## src/hw/txeip_pkg.sv

```systemverilog
// Purpose: Constants and carrier types for the transmit error-insert and monitor registers
// Assumes: 8-bit parallel register port, byte addresses as printed
// Notes: Shared by the register bank and its verification
package txeip_pkg;
   localparam int ADDR_W = 8;
   localparam int DATA_W = 8;
   localparam int PKT_CNT_W = 24;
   localparam int BYTE_CNT_W = 32;
   // Register byte addresses
   localparam logic [7:0] ADDR_CTRL_LOW = 8'hC4;
   localparam logic [7:0] ADDR_ERR_COUNT_CTRL = 8'hC6;
   localparam logic [7:0] ADDR_ERR_RATE_CTRL = 8'hC7;
   localparam logic [7:0] ADDR_STATUS = 8'hC8;
   localparam logic [7:0] ADDR_STATUS_LATCHED = 8'hC9;
   localparam logic [7:0] ADDR_IRQ_ENABLE = 8'hCA;
   localparam logic [7:0] ADDR_PKT_CNT0 = 8'hCC;
   localparam logic [7:0] ADDR_PKT_CNT1 = 8'hCD;
   localparam logic [7:0] ADDR_PKT_CNT2 = 8'hCE;
   localparam logic [7:0] ADDR_BYTE_CNT0 = 8'hD0;
   localparam logic [7:0] ADDR_BYTE_CNT1 = 8'hD1;
   localparam logic [7:0] ADDR_BYTE_CNT2 = 8'hD2;
   localparam logic [7:0] ADDR_BYTE_CNT3 = 8'hD3;
   localparam logic [7:0] ADDR_MANUAL_ERR = 8'hD4;
   localparam logic [7:0] ADDR_MON_UPDATE = 8'hD6;
   localparam logic [7:0] ADDR_MON_STATUS = 8'hD7;
   // Field positions and values
   localparam int BIT_INITIATE = 0;
   localparam int BIT_FINISHED = 0;
   localparam int BIT_IRQ_EN = 0;
   localparam int BIT_MANUAL = 0;
   localparam int BIT_UPDATE = 0;
   localparam int BIT_MODE_SEL = 7;
   localparam logic [7:0] ERR_COUNT_CONTINUOUS = 8'hFF;
   localparam logic [7:0] REG_RESET = 8'h00;
   localparam logic [7:0] ERR_LEFT_ONE = 8'h01;
   localparam logic [23:0] PKT_ONE = 24'h000001;
   localparam logic [31:0] BYTE_ONE = 32'h00000001;

   // Register port request
   typedef struct packed {
      logic rd;
      logic wr;
      logic [ADDR_W-1:0] addr;
      logic [DATA_W-1:0] wdata;
   } txeip_req_type;

   // Datapath events from the packet encoder
   typedef struct packed {
      logic pkt_sent;
      logic byte_sent;
      logic errored_pkt_sent;
   } txeip_evt_type;
endpackage : txeip_pkg

```

## src/hw/txeip_regs.sv

```systemverilog
// Purpose: Transmit errored-packet insertion control, status, manual error and counters
// Assumes: Synchronous single-cycle register port, reads answered next cycle
// Notes: Rate pacing of errored packets is done by the encoder from err_rate_ctrl
`timescale 1ns/1ns
module txeip_regs
   import txeip_pkg::*;
(
   input wire logic core_clk,
   input wire logic sys_rst,
   input wire txeip_req_type req,
   input wire txeip_evt_type evt,
   output logic [DATA_W-1:0] rdata,
   output logic auto_insert_active,
   output logic [7:0] errored_packet_count_ctrl,
   output logic [7:0] errored_packet_rate_ctrl,
   output logic manual_error_pulse,
   output logic irq
);
   logic initiate_r;
   logic [7:0] ctrl_low_r;
   logic [7:0] err_left_r;
   logic error_insert_finished_r;
   logic finished_prev_r;
   logic error_insert_finished_latched_r;
   logic error_insert_finished_irq_en_r;
   logic manual_error_trigger_r;
   logic tx_monitor_update_request_r;
   logic tx_monitor_update_done_r;
   logic [PKT_CNT_W-1:0] sent_packet_counter_r;
   logic [BYTE_CNT_W-1:0] sent_byte_counter_r;
   logic [PKT_CNT_W-1:0] pkt_snap_r;
   logic [BYTE_CNT_W-1:0] byte_snap_r;
   logic wr_initiate;
   logic run_start;
   logic insert_disabled;
   logic manual_rise;
   logic update_rise;
   logic read_latched;
   logic [DATA_W-1:0] rdata_nxt;

   assign wr_initiate = req.wr && req.addr == ADDR_CTRL_LOW;
   assign run_start = wr_initiate && req.wdata[BIT_INITIATE];
   assign insert_disabled = !initiate_r;
   assign manual_rise = req.wr && req.addr == ADDR_MANUAL_ERR && req.wdata[BIT_MANUAL]
      && !manual_error_trigger_r;
   assign update_rise = req.wr && req.addr == ADDR_MON_UPDATE && req.wdata[BIT_UPDATE]
      && !tx_monitor_update_request_r;
   assign read_latched = req.rd && req.addr == ADDR_STATUS_LATCHED;

   // Control registers written by software
   always_ff @(posedge core_clk or posedge sys_rst) begin
      if (sys_rst) begin
         initiate_r <= 1'b0;
         ctrl_low_r <= REG_RESET;
         errored_packet_count_ctrl <= REG_RESET;
         errored_packet_rate_ctrl <= REG_RESET;
         error_insert_finished_irq_en_r <= 1'b0;
         manual_error_trigger_r <= 1'b0;
         tx_monitor_update_request_r <= 1'b0;
      end else if (req.wr) begin
         case (req.addr)
            ADDR_CTRL_LOW: begin
               ctrl_low_r <= req.wdata;
               initiate_r <= req.wdata[BIT_INITIATE];
            end
            ADDR_ERR_COUNT_CTRL: errored_packet_count_ctrl <= req.wdata;
            ADDR_ERR_RATE_CTRL: errored_packet_rate_ctrl <= req.wdata;
            ADDR_IRQ_ENABLE: error_insert_finished_irq_en_r <= req.wdata[BIT_IRQ_EN];
            ADDR_MANUAL_ERR: manual_error_trigger_r <= req.wdata[BIT_MANUAL];
            ADDR_MON_UPDATE: tx_monitor_update_request_r <= req.wdata[BIT_UPDATE];
            default: ;
         endcase
      end
   end

   // Remaining errored-packet budget and finished flag
   always_ff @(posedge core_clk or posedge sys_rst) begin
      if (sys_rst) begin
         err_left_r <= REG_RESET;
         error_insert_finished_r <= 1'b0;
      end else if (run_start) begin
         err_left_r <= errored_packet_count_ctrl;
         error_insert_finished_r <= 1'b0;
      end else if (insert_disabled) begin
         error_insert_finished_r <= 1'b0;
         err_left_r <= REG_RESET;
      end else if (evt.errored_pkt_sent && err_left_r != REG_RESET
         && errored_packet_count_ctrl != ERR_COUNT_CONTINUOUS) begin
         err_left_r <= err_left_r - ERR_LEFT_ONE;
         if (err_left_r == ERR_LEFT_ONE)
            error_insert_finished_r <= 1'b1;
      end
   end

   // Insertion still running toward the encoder
   always_ff @(posedge core_clk or posedge sys_rst) begin
      if (sys_rst)
         auto_insert_active <= 1'b0;
      else
         auto_insert_active <= initiate_r && !error_insert_finished_r
            && (err_left_r != REG_RESET
            || errored_packet_count_ctrl == ERR_COUNT_CONTINUOUS);
   end

   // Latched finished flag, set wins over read clear
   always_ff @(posedge core_clk or posedge sys_rst) begin
      if (sys_rst) begin
         finished_prev_r <= 1'b0;
         error_insert_finished_latched_r <= 1'b0;
      end else begin
         finished_prev_r <= error_insert_finished_r;
         if (error_insert_finished_r && !finished_prev_r)
            error_insert_finished_latched_r <= 1'b1;
         else if (read_latched)
            error_insert_finished_latched_r <= 1'b0;
      end
   end

   always_ff @(posedge core_clk or posedge sys_rst) begin
      if (sys_rst)
         irq <= 1'b0;
      else
         irq <= error_insert_finished_latched_r && error_insert_finished_irq_en_r;
   end

   always_ff @(posedge core_clk or posedge sys_rst) begin
      if (sys_rst)
         manual_error_pulse <= 1'b0;
      else
         manual_error_pulse <= manual_rise && errored_packet_rate_ctrl[BIT_MODE_SEL];
   end

   always_ff @(posedge core_clk or posedge sys_rst) begin
      if (sys_rst)
         sent_packet_counter_r <= '0;
      else if (update_rise)
         sent_packet_counter_r <= evt.pkt_sent ? PKT_ONE : '0;
      else if (evt.pkt_sent)
         sent_packet_counter_r <= sent_packet_counter_r + PKT_ONE;
   end

   always_ff @(posedge core_clk or posedge sys_rst) begin
      if (sys_rst)
         sent_byte_counter_r <= '0;
      else if (update_rise)
         sent_byte_counter_r <= evt.byte_sent ? BYTE_ONE : '0;
      else if (evt.byte_sent)
         sent_byte_counter_r <= sent_byte_counter_r + BYTE_ONE;
   end

   always_ff @(posedge core_clk or posedge sys_rst) begin
      if (sys_rst) begin
         pkt_snap_r <= '0;
         byte_snap_r <= '0;
      end else if (update_rise) begin
         pkt_snap_r <= sent_packet_counter_r;
         byte_snap_r <= sent_byte_counter_r;
      end
   end

   // Update-done status
   always_ff @(posedge core_clk or posedge sys_rst) begin
      if (sys_rst)
         tx_monitor_update_done_r <= 1'b0;
      else if (update_rise)
         tx_monitor_update_done_r <= 1'b1;
      else if (!tx_monitor_update_request_r)
         tx_monitor_update_done_r <= 1'b0;
   end

   // Read mux
   always_comb begin
      rdata_nxt = REG_RESET;
      case (req.addr)
         ADDR_CTRL_LOW: rdata_nxt = ctrl_low_r & ~(8'h01 << BIT_INITIATE);
         ADDR_ERR_COUNT_CTRL: rdata_nxt = errored_packet_count_ctrl;
         ADDR_ERR_RATE_CTRL: rdata_nxt = errored_packet_rate_ctrl;
         ADDR_STATUS: rdata_nxt[BIT_FINISHED] = error_insert_finished_r;
         ADDR_STATUS_LATCHED: rdata_nxt[BIT_FINISHED] = error_insert_finished_latched_r;
         ADDR_IRQ_ENABLE: rdata_nxt[BIT_IRQ_EN] = error_insert_finished_irq_en_r;
         ADDR_PKT_CNT0: rdata_nxt = pkt_snap_r[7:0];
         ADDR_PKT_CNT1: rdata_nxt = pkt_snap_r[15:8];
         ADDR_PKT_CNT2: rdata_nxt = pkt_snap_r[23:16];
         ADDR_BYTE_CNT0: rdata_nxt = byte_snap_r[7:0];
         ADDR_BYTE_CNT1: rdata_nxt = byte_snap_r[15:8];
         ADDR_BYTE_CNT2: rdata_nxt = byte_snap_r[23:16];
         ADDR_BYTE_CNT3: rdata_nxt = byte_snap_r[31:24];
         ADDR_MANUAL_ERR: rdata_nxt[BIT_MANUAL] = manual_error_trigger_r;
         ADDR_MON_UPDATE: rdata_nxt[BIT_UPDATE] = tx_monitor_update_request_r;
         ADDR_MON_STATUS: rdata_nxt[BIT_UPDATE] = tx_monitor_update_done_r;
         default: rdata_nxt = REG_RESET;
      endcase
   end

   // Registered read data
   always_ff @(posedge core_clk or posedge sys_rst) begin
      if (sys_rst)
         rdata <= REG_RESET;
      else if (req.rd)
         rdata <= rdata_nxt;
   end
endmodule : txeip_regs

```

## config.mk

```make
export PLATFORM = sky130hd
export DESIGN_NAME = txeip_regs
export DESIGN_NICKNAME = d
export VERILOG_FILES = /design/src/hw/txeip_pkg.sv /design/src/hw/txeip_regs.sv
export SDC_FILE = /design/constraint.sdc
export NUM_CORES = 1
export LEC_CHECK = 0
export BUFFER_PORTS_ARGS = -buffer_cell sky130_fd_sc_hd__buf_2
export CORE_ASPECT_RATIO = 0.9
export CORE_MARGIN = 4
export CORE_UTILIZATION = 45
export CTS_BUF_LIST = sky130_fd_sc_hd__clkbuf_4 sky130_fd_sc_hd__clkbuf_8 sky130_fd_sc_hd__clkbuf_16
export CTS_CLUSTER_SIZE = 28
export DETAILED_ROUTE_END_ITERATION = 12
export GPL_TIMING_DRIVEN = 0
export PLACE_DENSITY = 0.73
export SLEW_MARGIN = 15
export SYNTH_ARGS = -nofsm -noshare
export SYNTH_HDL_FRONTEND = slang
export SYNTH_SLANG_ARGS = --single-unit
```

## constraint.sdc

```tcl
create_clock -name core_clk -period 6 [get_ports core_clk]
set_input_delay 0 -clock core_clk [delete_from_list [all_inputs] [get_ports core_clk]]
set_output_delay 0 -clock core_clk [all_outputs]
set_load 0.03 [all_outputs]
```

==> flow_metrics.tcl <==
set metrics [dict create \
    status "finished, final reports clean" \
    grt_pass1_wl_um 34000 \
    min_period_ps 2120 \
    cp_cell_sequence "ha_1 -> nand3_1 -> nor4_1 -> nand3_1 -> xor2_1 -> nor2_1" \
    drt_first_pass_iters 5 \
    dieArea_mm2 0.0199 \
    timing.final.ws_setup_ps 3880 \
    drc 0 \
    ir_drop_uv 252 \
    startpoint_type "flip-flop" \
    dr_total_vias 6450 \
    total_power_w 0.00263 \
    synth_edf_count 0 \
    max_stage_delay_ps 710 \
    cts_max_level 4 \
    clock-skew-final_ps 10.3 \
    cts_made_buffers 17 \
    cp_max_fo 4 \
    rrSetupSlack_ps 3880 \
    power.net_switching_w 0.000651 \
    worstMarginPinSlew_ps 767 \
    dpl_worst_slack_ps 3880 \
    p_leak_nw 4.53 \
    synth_xor_area_share_pct 6.39 \
    syn_area_per_cell_um2 9.68 \
    ys.flop_type "dfrtp_1" \
    startpoint "sent_byte_counter_r[1]" \
    synth_simple_gate_area_share_pct 24.4 \
    routabilityCongestion 0.967 \
    worstReg2RegEnd "sent_byte_counter_r[30]" \
    fin_nets 929 \
    p_int_w 0.00198 \
    viasPerCell 5.61 \
    grt_max_degree 91 \
    cts_sinks 162 \
    synth_top_area_share_pct 51.0 \
    pwr-share-seq_pct 46.8 \
    fmax_mhz 471 \
    power_frac_comb_pct 8.9 \
    cts_tree "built" \
    syn_nets 848 \
    cp.arrival_ps 2420 \
    ys_warn_count 0 \
    dp_hpwl_um 14700 \
    async_flop_share_pct 100 \
    die_h_um 134 \
    n_antenna_cell 0 \
    fin_crit_sh_pct 35.4 \
    cpLargestDelayFamily "simple AND/OR/NAND/NOR gates" \
    clk_path_buf_depth 2 \
    grt_setup_unrepaired "false" \
    worstSkewPairLatency_ps 440 \
    power.density_mw_per_mm2 283 \
    synthMuxAreaShare_pct 6.67 \
    setup_viol 0 \
    min_path_type "input pin to flip-flop" \
    cp_common_cell "nand3_1" \
    p_sw_share_pct 24.7 \
    crit_type "flip-flop to flip-flop" \
    cp-endpoint "sent_byte_counter_r[30]" \
    synth_compound_area_share_pct 7.29 \
    antenna_left 0 \
    cts_root_buf "clkbuf_16" \
    synth_seq_cells 162 \
    synth_fa_ha_area_share_pct 0.630 \
    wl_um 20900 \
    antenna_found_initial 0 \
    wl_per_cell_um 18.2 \
    chipWidth_um 148 \
    max_cap_violations 0 \
    path_buf_inv 0 \
    syn_area_mm2 0.00795 \
    dp_cells 1104 \
    hold_start "req[12]" \
    final_cells 1150 \
    area_growth_pct 16.9 \
    hold_violations 0 \
    timing.hold.ws_ps 38.1 \
    crit_path_end_kind "flip-flop" \
    netlist_instances 821 \
    rows 45 \
    drive_gt1_share_pct 18.0 \
    relSlewSlack_pct 48.4 \
    clkPwrFrac_pct 44.4 \
    r2r-start "sent_byte_counter_r[1]" \
    path_depth 6 \
    drt_iter0_drc 486 \
    post_cts_buffers 0 \
    synth_top_family_by_area "simple AND/OR/NAND/NOR gates" \
    r2r_cells 6 \
    core_mm2 0.0171 \
    slew_viol_final 0 \
    yosys.area.top_type "dfrtp_1" \
    grt_usage_pct 21.7 \
    ys_seq_area_share_pct 51.0 \
    start_util_pct 46.4 \
    synth_most_common_cell "nand2_1" \
    io_buffers 47 \
    ys_types 70 \
    io_pins 50 \
    grt-ovfl-total 0 \
    cp_slowest_cell "nor4_1" \
    critPathRequiredTime_ps 6290 \
    synth_area_leaders "dfrtp_1 51%, nand2_1 9.3%, xor2_1 4.5%" \
    ys_top_cells_by_count "198 x nand2_1, 162 x dfrtp_1, 70 x nor2_1, 41 x xor2_1, 33 x nand3_1" \
    path_clk_slew_ps 60 \
    grt_pass1_vias 6279 \
]
==> cells by family after synthesis <==
kind of cell             Yosys count
buffers and inverters             62
AND/OR/NAND/NOR                  406
XOR/XNOR                          58
adder cells (fa/ha/maj)            4
flip-flops                       162
multiplexers                      45
AO/OA/AOI/OAI                     84
==> state kept, by name, indices dropped and copies added (netlist names) <==
| signal | count |
|---|---|
| manual_error_trigger_r | 1 |
| tx_monitor_update_done_r | 1 |
| tx_monitor_update_request_r | 1 |
| error_insert_finished_irq_en_r | 1 |
| auto_insert_active | 1 |
| sent_byte_counter_r | 32 |
| byte_snap_r | 32 |
| error_insert_finished_latched_r | 1 |
| error_insert_finished_r | 1 |
| ctrl_low_r | 8 |
| sent_packet_counter_r | 24 |
| pkt_snap_r | 24 |
| manual_error_pulse | 1 |
| errored_packet_count_ctrl | 8 |
| rdata | 8 |
| errored_packet_rate_ctrl | 8 |
| err_left_r | 8 |
| finished_prev_r | 1 |
| irq | 1 |
==> stage by stage <==
step / TNS (ps) / instance area [um2] / utilization, %
after floorplan: 0 / 7950 / -
after CTS: 0 / 9290 / 54.3
after global routing: 0 / 9290 / 54.3
final: 0 / 9290 / 54.3
after global placement: -26080 / 8480 / 49.5
after detailed placement: 0 / 8510 / 49.7
==> what timing repair did <==
action | in CTS | in global routing
resized for setup | 0 | 0
endpoints found under the hold margin | 123 | 0
hold buffers | 14 | 0
==> metal layers <==
metal / GRT usage, % / part of all wire [%]
met1: 31.1 / 45
met2: 33.3 / 46
met3: 5.57 / 6.8
met4: 5.49 / 1.4
met5: 0 / 0
==> final cells by class <==
class | instances | area, um2
Buffer | 39 | 201
Sequential cell | 162 | 4050
Clock buffer | 23 | 483
Fill cell | 1553 | 7830
Tap cell | 235 | 294
Timing Repair Buffer | 62 | 403
Multi-Input combinational cell | 597 | 3610
Inverter | 23 | 93.8
Clock inverter | 9 | 153
==> layout by cell type (no fill, tap or decap), types with 5 or more instances in the layout <==
cell type      netlist  final
a21oi_1              9      9
a22oi_1              6      6
and2_1               6      6
and3_1              14     14
and4_1               6      6
buf_2               26     73
clkbuf_1             8      8
clkbuf_16            0     17
dfrtp_1            162    162
dlygate4sd3_1        0     14
inv_1               23     22
mux2_2              30     30
mux2i_1             11     11
nand2_1            198    198
nand3_1             33     33
nand4_1             29     29
nor2_1              70     70
nor3_1              10     10
nor4_1               6      6
o21ai_0             18     18
o21ai_1              5      5
o22ai_1              7      7
xnor2_1             17     17
xor2_1              41     41
==> power groups by stage <==
stage / registers, W / clock network, W / logic (W)
2_1_floorplan: 0.00124 / 0 / 0.000151
3_5_place_dp: 0.00125 / 0 / 0.000224
6_report: 0.00123 / 0.00117 / 0.000233
3_3_place_gp: 0.00125 / 0 / 0.000211
5_1_grt: 0.00124 / 0.00123 / 0.000260
4_1_cts: 0.00123 / 0.00118 / 0.000234
==> tightest hold or removal path, stage by stage <==
cell	delay (ps)
buf_2	170
nand3_1	150
o31ai_1	90
==> how the worst min path moves through the flow <==
stage                                    to  slack (ps)  cells after the start
2_1_floorplan            manual_error_pulse         150                      2
3_3_place_gp   errored_packet_count_ctrl[7]         270                      2
3_5_place_dp       sent_packet_counter_r[4]         140                      2
4_1_cts              manual_error_trigger_r          10                      3
5_1_grt              manual_error_trigger_r          60                      3
6_report             manual_error_trigger_r          40                      3
Note: power is estimated with default switching activity, not from simulation.
